**config.mk**
```make
export PLATFORM = sky130hd
export DESIGN_NAME = dedff_dual
export DESIGN_NICKNAME = d
export VERILOG_FILES = /design/src/core/dedff_pkg.sv /design/src/core/dedff_dual.sv
export SDC_FILE = /design/constraint.sdc
export NUM_CORES = 1
export LEC_CHECK = 0
export BUFFER_PORTS_ARGS = -buffer_cell sky130_fd_sc_hd__buf_4
export CAP_MARGIN = 20
export CORE_MARGIN = 1
export CORE_UTILIZATION = 43
export DETAILED_ROUTE_END_ITERATION = 16
export GPL_TIMING_DRIVEN = 1
export PLACE_DENSITY = 0.6
export SLEW_MARGIN = 0
export SYNTH_ARGS = -nofsm -noshare
export SYNTH_HDL_FRONTEND = slang
export SYNTH_SLANG_ARGS = --single-unit
```
**constraint.sdc**
```tcl
create_clock -name ref_clk -period 0.95 [get_ports ref_clk]
set_input_delay 0.0475 -clock ref_clk [delete_from_list [all_inputs] [get_ports ref_clk]]
set_output_delay 0.0475 -clock ref_clk [all_outputs]
set_load 0.02 [all_outputs]
```
**src/core/dedff_pkg.sv**
```systemverilog
// ********************************
// constants
// ********************************
package dedff_pkg;

    localparam int DEDFF_CHANNELS = 2;

    // reset values of the per-channel state and pin synchronisers
    localparam logic DEDFF_STATE_RESET = 1'h0;
    localparam logic DEDFF_TRUE_RESET = 1'h0;
    localparam logic DEDFF_COMP_RESET = 1'h1;
    localparam logic DEDFF_CLK_SYNC_RESET = 1'h0;
    localparam logic DEDFF_DATA_SYNC_RESET = 1'h0;
    localparam logic DEDFF_OVR_SYNC_RESET = 1'h1;

    // ********************************
    // operating modes of one channel
    // ********************************
    typedef enum logic [3:0] {
        DEDFF_MODE_CLOCKED = 4'h1,
        DEDFF_MODE_SET = 4'h2,
        DEDFF_MODE_CLEAR = 4'h4,
        DEDFF_MODE_BOTH = 4'h8
    } dedff_mode_type;

endpackage : dedff_pkg

```
**src/core/dedff_dual.sv**
```systemverilog
`timescale 1ns/100ps

// ********************************
// dual d flip-flop with set and clear overrides
// ********************************
module dedff_dual
    import dedff_pkg::*;
(
    input wire logic ref_clk,
    input wire logic srst,
    input wire logic [DEDFF_CHANNELS-1:0] chan_clk,
    input wire logic [DEDFF_CHANNELS-1:0] chan_data,
    input wire logic [DEDFF_CHANNELS-1:0] async_set_n,
    input wire logic [DEDFF_CHANNELS-1:0] async_clear_n,
    output logic [DEDFF_CHANNELS-1:0] q,
    output logic [DEDFF_CHANNELS-1:0] q_bar
);

    // ********************************
    // mode decode
    // ********************************
    function automatic dedff_mode_type decode_mode(input logic set_n, input logic clear_n);
        dedff_mode_type mode;
        mode = DEDFF_MODE_CLOCKED;
        case ({set_n, clear_n})
            2'h0: mode = DEDFF_MODE_BOTH;
            2'h1: mode = DEDFF_MODE_SET;
            2'h2: mode = DEDFF_MODE_CLEAR;
            default: mode = DEDFF_MODE_CLOCKED;
        endcase
        return mode;
    endfunction : decode_mode

    // ********************************
    // pin synchronisers
    // ********************************
    // every pin is foreign to ref_clk; first stage feeds only the second
    logic [DEDFF_CHANNELS-1:0] clk_meta;
    logic [DEDFF_CHANNELS-1:0] clk_sync;
    logic [DEDFF_CHANNELS-1:0] clk_prev;
    logic [DEDFF_CHANNELS-1:0] data_meta;
    logic [DEDFF_CHANNELS-1:0] data_sync;
    logic [DEDFF_CHANNELS-1:0] set_meta;
    logic [DEDFF_CHANNELS-1:0] set_sync;
    logic [DEDFF_CHANNELS-1:0] clear_meta;
    logic [DEDFF_CHANNELS-1:0] clear_sync;

    always_ff @(posedge ref_clk) begin
        if (srst) begin
            clk_meta <= {DEDFF_CHANNELS{DEDFF_CLK_SYNC_RESET}};
            clk_sync <= {DEDFF_CHANNELS{DEDFF_CLK_SYNC_RESET}};
            clk_prev <= {DEDFF_CHANNELS{DEDFF_CLK_SYNC_RESET}};
        end else begin
            clk_meta <= chan_clk;
            clk_sync <= clk_meta;
            clk_prev <= clk_sync;
        end
    end

    always_ff @(posedge ref_clk) begin
        if (srst) begin
            data_meta <= {DEDFF_CHANNELS{DEDFF_DATA_SYNC_RESET}};
            data_sync <= {DEDFF_CHANNELS{DEDFF_DATA_SYNC_RESET}};
        end else begin
            data_meta <= chan_data;
            data_sync <= data_meta;
        end
    end

    // overrides reset to inactive so a reset alone never looks like a set or clear
    always_ff @(posedge ref_clk) begin
        if (srst) begin
            set_meta <= {DEDFF_CHANNELS{DEDFF_OVR_SYNC_RESET}};
            set_sync <= {DEDFF_CHANNELS{DEDFF_OVR_SYNC_RESET}};
            clear_meta <= {DEDFF_CHANNELS{DEDFF_OVR_SYNC_RESET}};
            clear_sync <= {DEDFF_CHANNELS{DEDFF_OVR_SYNC_RESET}};
        end else begin
            set_meta <= async_set_n;
            set_sync <= set_meta;
            clear_meta <= async_clear_n;
            clear_sync <= clear_meta;
        end
    end

    // ********************************
    // channel logic
    // ********************************
    // rising edge of a channel clock, seen through its synchroniser
    logic [DEDFF_CHANNELS-1:0] clk_rise;
    // stored bit; kept apart from q so the both-low state does not persist
    logic [DEDFF_CHANNELS-1:0] state;
    logic [DEDFF_CHANNELS-1:0] next_state;
    logic [DEDFF_CHANNELS-1:0] next_q;
    logic [DEDFF_CHANNELS-1:0] next_q_bar;

    // sync stages reset low, so a channel clock held high through reset reads as one rise
    assign clk_rise = clk_sync & ~clk_prev;

    always_comb begin
        next_state = state;
        next_q = q;
        next_q_bar = q_bar;
        for (int ch = 0; ch < DEDFF_CHANNELS; ch++) begin
            case (decode_mode(set_sync[ch], clear_sync[ch]))
                DEDFF_MODE_SET: begin
                    next_state[ch] = 1'h1;
                    next_q[ch] = 1'h1;
                    next_q_bar[ch] = 1'h0;
                end
                DEDFF_MODE_CLEAR: begin
                    next_state[ch] = 1'h0;
                    next_q[ch] = 1'h0;
                    next_q_bar[ch] = 1'h1;
                end
                DEDFF_MODE_BOTH: begin
                    next_q[ch] = 1'h1;
                    next_q_bar[ch] = 1'h1;
                end
                DEDFF_MODE_CLOCKED: begin
                    if (clk_rise[ch]) begin
                        next_state[ch] = data_sync[ch];
                    end
                    // outputs follow the stored bit; no edge means no change
                    next_q[ch] = next_state[ch];
                    next_q_bar[ch] = ~next_state[ch];
                end
                default: begin
                    next_q[ch] = state[ch];
                    next_q_bar[ch] = ~state[ch];
                end
            endcase
        end
    end

    always_ff @(posedge ref_clk) begin
        if (srst) begin
            state <= {DEDFF_CHANNELS{DEDFF_STATE_RESET}};
        end else begin
            state <= next_state;
        end
    end

    always_ff @(posedge ref_clk) begin
        if (srst) begin
            q <= {DEDFF_CHANNELS{DEDFF_TRUE_RESET}};
            q_bar <= {DEDFF_CHANNELS{DEDFF_COMP_RESET}};
        end else begin
            q <= next_q;
            q_bar <= next_q_bar;
        end
    end

    // ********************************
    // assertions
    // ********************************
    for (genvar ch = 0; ch < DEDFF_CHANNELS; ch++) begin : g_chk

    end
endmodule : dedff_dual

```
# Word level (Yosys, flattened, before mapping)
# Index checks and enable logic that the tools add are counted.
# classes
addsub	0
n_mul	0
n_div	0
order_cmp	0
eq_ne	12
shift	0
mux	12
bitwise_logic	6
n_reduce_logical	8
# op_table
cell	n
one-hot mux 4 bit (3 select lines)	2
one-hot mux 1 bit (3 select lines)	6
equality test 4 x 1 -> 1 bit, second input constant	2
equality test 4 x 2 -> 1 bit, second input constant	2
equality test 4 x 3 -> 1 bit, second input constant	2
equality test 4 bit, second input constant	2
OR reduction 2 bit	4
nonzero test 3 bit	2
equality test 2 x 1 -> 1 bit, second input constant	2
equality test 2 bit, second input constant	2
zero test 2 bit	2
2-to-1 mux 1 bit	4
NOT 1 bit	4
bitwise AND 2 bit	1
NOT 2 bit	1
# totals
regBits	24
latchBits	0
mem_bits_rw	0
rom_bits	0
in_bits	10
elab_cells	51
mem_count	0

# Longest topological paths before layout
# Gate-level depths: netlist of run 1.
# depth
depth_word	6
depth_mapped	3
ltp_nobuf	3

# Worst setup path after synthesis of run 1
# No wires, ideal clock.
# synth_path
path_kind	register to register
startpoint	register clk_prev[0]
endpoint	register q_bar[0]
setup_ns	0.114
arrival_ns	0.728
t_required_ns	0.836
slack_ns	0.108
stages_incl_launch_ff	4
n_path_buf	0
synth_period_minus_slack_ns	0.842
cell_sequence	dfxtp_1 -> nand3b_1 -> a21boi_1 -> a21o_1
# synth_between
elab_chain_len	6
# synth_rtl
item	line_no	text
from (decl)	dedff_dual.sv:40	logic [DEDFF_CHANNELS-1:0] clk_prev;
from (signal assigned)	dedff_dual.sv:52	clk_prev <= {DEDFF_CHANNELS{DEDFF_CLK_SYNC_RESET}};
from (signal assigned)	dedff_dual.sv:56	clk_prev <= clk_sync;
NOT 2 bit	dedff_dual.sv:97	assign clk_rise = clk_sync & ~clk_prev;
bitwise AND 2 bit	dedff_dual.sv:97	
2-to-1 mux 1 bit	dedff_dual.sv:120	if (clk_rise[ch]) begin
2-to-1 mux 1 bit	dedff_dual.sv:104	case (decode_mode(set_sync[ch], clear_sync[ch]))
NOT 1 bit	dedff_dual.sv:125	next_q_bar[ch] = ~next_state[ch];
one-hot mux 1 bit (3 select lines)	dedff_dual.sv:104	
to (signal assigned)	dedff_dual.sv:146	q_bar <= {DEDFF_CHANNELS{DEDFF_COMP_RESET}};
to (signal assigned)	dedff_dual.sv:149	q_bar <= next_q_bar;
to (decl)	dedff_dual.sv:16	output logic [DEDFF_CHANNELS-1:0] q_bar
# Every way passes these cells. The select of a mux whose other input is x is not followed.
# A chain may end at the register's enable or synchronous reset.

# Worst setup path after layout of run 1
# Ends and elaborated chain as after synthesis.

==> metrics.yaml, run 1 <==
route:
  vias: 452
  drc: 2
  ant_nets: 0
  wl_per_cell_um: 9.08
  first_pass_iters: 9
  vias_per_cell: 4.43
  totalWireLength_um: 926
  drt_iter0_drc: 5
floorplan:
  dieArea_um2: 1890
  placementRows: 14
  die_w_um: 43.4
  io_pins: 14
  coreArea_um2: 1560
  start_util_pct: 47.4
  chipHeight_um: 43.4
synthesis:
  muxShareOfSynthArea_pct: 0
  synth_xor_area_share_pct: 0
  synth-compound-area-share_pct: 11.2
  synth.area.top_cells: "dfxtp_1 (65%), nor2b_1 (8.5%), or2_1 (6.8%)"
  seq_area_frac_synth_pct: 65.1
  synthesis.area_um2: 738
  synth_top_family_by_area: "simple AND/OR/NAND/NOR gates"
  synthAdderAreaFrac_pct: 0
  yosys.area_share.simple_pct: 22.4
  avgSynthCellArea_um2: 11.5
  ys_warn_count: 0
  syn_nets: 74
  netlist.area_leader.share_pct: 65.1
  yosys.area.top_type: "dfxtp_1"
  netlist_instances: 64
  ys_types: 11
  ys_ff_latch: 24
global_routing:
  gr-usage-met1_pct: 14.3
  grt_pass1_vias: 436
  grt_max_degree: 25
  grtUsageTotal_pct: 11.9
  grt_remaining_overflow: 0
  grt_pass1_wl_um: 1630
  antenna_found_initial: 0
  busiest_layer: "met2"
  grt_use_met3_pct: 2.50
  gr-usage-met2_pct: 19.4
sta:
  fin_crit_sh_pct: 93.8
  max_freq_mhz: 1120
  hold_violations: 0
  min_period_ps: 891
  rsz0062_at_grt: "false"
  skew_ps: 2.88
  finalSetupTns_ps: 0
  worstMarginPinSlew_ps: 202
  max_slew_margin_pct: 86.5
  drv_slew: 0
  setup_violations: 0
final_layout:
  drive_above_1_share_pct: 18.6
  final_util_pct: 60.8
  fill_cells: 137
  syn_to_final_growth_pct: 28.5
  insertedDiodeCount: 0
  nets: 98
  stdcell_area_um2: 948
setup_path:
  worstSetupPathType: "register to register"
  arrival_ps: 1100
  crit_fanout: 2
  worstReg2RegStart: "clk_prev[0]"
  worst-path-buf-inv: 0
  cpMaxStageDelayCell: "dfxtp_1"
  critPathLaunchType: "register"
  cpPeakStageDelay_ps: 320
  startpoint: "clk_prev[0]"
  path_delay_family: "flip-flops"
  end_kind: "register"
  cp_cell_sequence: "nand3b_1 -> a21boi_1 -> a21o_1"
  cp.required_ps: 1150
pwr:
  cellLeakagePower_uw: 0.000386
  vdd_drop_max_uv: 1000
  p_per_area_nw_per_um2: 1710
clock_network:
  h-tree-depth: 1
  cts_resized: 0
  clockBufferDepth: 2
  cts.clk_slew.worst_paths_ps: 110
  cts_tree: "done"
  clock_latency_ps: 300
  cts_sinks: 24
  cts_root_buffer: "clkbuf_4"
  cts_made_buffers: 3
placement:
  port_buffers: 13
  placed_area_um2: 846
  place_congestion: 0.704
run:
  drv_cap: 0
hold_path:
  worstHoldStart: "srst"
  hold_path_class: "primary input to register"
outcome:
  violations: "design-rule violations"
  status: "finished, violations left"
-- cell families (layout without fill, tap and decap cells) --
kind of cell           count (synthesis)  after routing
DFF                                   24             24
AOI/OAI and AO/OA                     12             12
buffers and inverters                  2             24
and+or+nand+nor                       26             26
-- synth_stat cells --
master    number
a21boi_1       2
nor2b_1       10
nand3b_1       2
a21boi_0       2
dfxtp_1       24
o21ai_1        2
nand2b_1       6
a21o_1         4
or2_1          8
o22ai_1        2
buf_2          2
-- layer usage --
layer	up-vias	routed length, um
met5	-	0
met4	0	0
met3	0	45
met2	11	426
met1	191	454
li1	250	-
-- through the flow --
stage	hold WS, ps	power [uW]	instances	setup slack [ps]
floorplan	145	1160	64	108
global placement	228	1210	91	93.2
finish	62.4	1620	102	59.2
global route	67.8	1710	102	0.435
detailed placement	228	1210	91	58.1
CTS	55.0	1640	102	44.2
-- final cells by class --
| type | count | area [um2] | area share [%] |
|---|---|---|---|
| clock buffers | 3 | 22.5 | 2.37 |
| multi-input cells | 38 | 248 | 26.1 |
| flip-flops and latches | 24 | 480 | 50.7 |
| well taps | 16 | 20.0 | 2.11 |
| repair buffers | 21 | 178 | 18.7 |
-- power by group --
group	leakage [uW]	internal (uW)	total, uW	switching [uW]
Clock	0.0000138	148	408	260
Sequential	0.000198	1050	1070	15.8
Combinational	0.000174	89.7	144	54.3
Total	0.000386	1290	1620	330
-- final timing paths --
kind | to | slack [ps] | cells after the start
worst max-delay path | q_bar[0] | 60 | 3
worst min-delay path | data_sync[1] | 60 | 2
worst max register to register | q_bar[0] | 60 | 3
worst min register to register | set_sync[1] | 410 | 1
-- timing repair --
item                                   in CTS  in global routing
setup buffers                               0                  0
hold buffers                                8                  0
endpoints found under the hold margin       8                  0
-- cell usage in the layout (no fill, tap or decap), drive strengths merged --
cell type	instances
dfxtp	24
buf	13
nor2b	10
or2	8
dlygate4sd3	8
nand2b	6
a21o	4
a21boi	4
clkbuf	3
nand3b	2
o21ai	2
o22ai	2
Power figures use the tool's default switching activity.
==> inputs of run 2 (changes only) <==
--- a/config.mk
+++ b/config.mk
@@ -5,7 +5,7 @@
 export SDC_FILE = /design/constraint.sdc
 export NUM_CORES = 1
 export LEC_CHECK = 0
-export BUFFER_PORTS_ARGS = -buffer_cell sky130_fd_sc_hd__buf_4
+export BUFFER_PORTS_ARGS = -buffer_cell sky130_fd_sc_hd__buf_2
 export CAP_MARGIN = 20
 export CORE_MARGIN = 1
 export CORE_UTILIZATION = 43
==> metrics.yaml, run 2 (synthesis gave the netlist of run 1 again) <==
pwr:
  cellLeakagePower_uw: 0.000392  # was 0.000386 uW
  finalPower_uw: 1720  # was 1620 uW
  vdd_drop_max_uv: 960  # was 1000 uV
  p_per_area_nw_per_um2: 1810  # was 1710 nW/um2
floorplan:
  coreArea_um2: 1560  # unchanged
  chipHeight_um: 43.4  # unchanged
  io_pins: 14  # unchanged
  start_util_pct: 47.4  # unchanged
  dieArea_um2: 1890  # unchanged
  placementRows: 14  # unchanged
  die_w_um: 43.4  # unchanged
global_routing:
  grt_pass1_vias: 404  # was 436
  grtUsageTotal_pct: 12.0  # was 11.9%
  grt_remaining_overflow: 0  # unchanged
  grt_max_degree: 18  # was 25
  antenna_found_initial: 0  # unchanged
  grt_pass1_wl_um: 1670  # was 1630 um
setup_path:
  end_kind: "register"  # unchanged
  worstSetupPathType: "register to register"  # unchanged
  r2r_slack_ps: 60  # about the same
  arrival_ps: 1090  # was 1100 ps
  crit_fanout: 2  # unchanged
  critPathLaunchType: "register"  # unchanged
  cp.required_ps: 1160  # was 1150 ps
route:
  ant_nets: 0  # unchanged
  drt_iter0_drc: 5  # unchanged
  first_pass_iters: 10  # was 9
  wl_per_cell_um: 9.61  # was 9.08 um
  vias_per_cell: 4.47  # was 4.43
  totalWireLength_um: 999  # was 926 um
  vias: 465  # was 452
  drc: 3  # was 2
final_layout:
  fill_cells: 141  # was 137
  nets: 99  # was 98
  drive_above_1_share_pct: 21.6  # was 18.6%
  insertedDiodeCount: 0  # unchanged
  mostFrequentLayoutCell: "dfxtp_1"  # unchanged
  syn_to_final_growth_pct: 28.8  # was 28.5%
  layout_common_cells: "dfxtp_1 (23), buf_2 (13), nor2b_1 (10), or2_1 (8), dlygate4sd3_1 (8)"  # was dfxtp_1 (24), buf_4 (13), nor2b_1 (10), or2_1 (8), dlygate4sd3_1 (8)
clock_network:
  h-tree-depth: 1  # unchanged
  clockBufferDepth: 2  # unchanged
  cts_tree: "done"  # unchanged
  clock_latency_ps: 300  # about the same
  cts_root_buffer: "clkbuf_4"  # unchanged
  cts.clk_slew.worst_paths_ps: 130  # was 110 ps
  cts_made_buffers: 3  # unchanged
  cts_sinks: 24  # unchanged
placement:
  place_congestion: 0.718  # was 0.704
  port_buffers: 13  # unchanged
  hpwl_um: 683
sta:
  max_slew_margin_pct: 87.5  # was 86.5%
  fin_crit_sh_pct: 93.6  # was 93.8%
  max_freq_mhz: 1120  # about the same
  setup_violations: 0  # unchanged
  min_period_ps: 889  # was 891 ps
  hold_violations: 0  # unchanged
  worstMarginPinSlew_ps: 185  # was 202 ps
  rsz0062_at_grt: "false"  # unchanged
  skew_ps: 4.88  # was 2.88 ps
  finalSetupTns_ps: 0  # unchanged
  drv_slew: 0  # unchanged
outcome:
  status: "finished, violations left"  # unchanged
  violations: "design-rule violations"  # unchanged
run:
  drv_cap: 0  # unchanged
hold_path:
  hold_path_class: "primary input to register"  # unchanged
## run 2: cell types whose count changed in the layout (fill, tap and decap cells not counted)
cell,change
buf_4,-13
buf_12,+1
buf_2,+13
clkbuf_8,+1
dfxtp_1,-1
dfxtp_2,+1
## run 2: final timing paths
path,from,to,depth (start not counted)
min reg2reg,clear_meta[1],clear_sync[1],1
max reg2reg,clk_prev[0],q_bar[0],3
max,clk_prev[0],q_bar[0],3
min,srst,clk_prev[1],2
## run 2: layout make-up
| type | instances | area, um2 | area share, % |
|---|---|---|---|
| tap | 16 | 20.0 | 2.11 |
| clock buffer | 4 | 36.3 | 3.82 |
| timing repair buffer | 22 | 165 | 17.4 |
| sequential | 24 | 482 | 50.7 |
| multi-input combinational | 38 | 248 | 26.1 |
## run 2: report_power, final
group	switching [uW]	internal (uW)
Sequential	16.0	1050
Combinational	55.4	82.5
Clock	278	233
Total	349	1370
## run 2: stage by stage
stage	utilization [%]	hold WS, ps	setup slack, ps	std cells	cell area (um2)
2_1_floorplan	-	145	108	64	738
3_3_place_gp	53.5	228	91.8	92	833
3_5_place_dp	53.5	229	55.0	92	833
4_1_cts	60.9	14.1	37.9	104	950
5_1_grt	61.0	17.1	4.18	104	951
6_report	61.0	16.1	60.7	104	951
## run 2: what timing repair did
item | CTS | global route
setup buffers | 0 | 0
hold buffers | 8 | 0
gates resized for setup | 0 | 1
endpoints found under the hold margin | 8 | 0
setup endpoints to repair | 0 | 1
## run 2: metal layers
layer | part of all wire, % | track usage (%)
met5 | 0 | 0
met4 | 1.3 | 5.63
met3 | 4.1 | 2.50
met2 | 45 | 18.5
met1 | 50 | 16.2
## run 2: critical path, cell delays in order (launching register included)
cell,delay (ps)
dfxtp_1,320
nand3b_1,160
a21boi_1,150
a21o_1,170
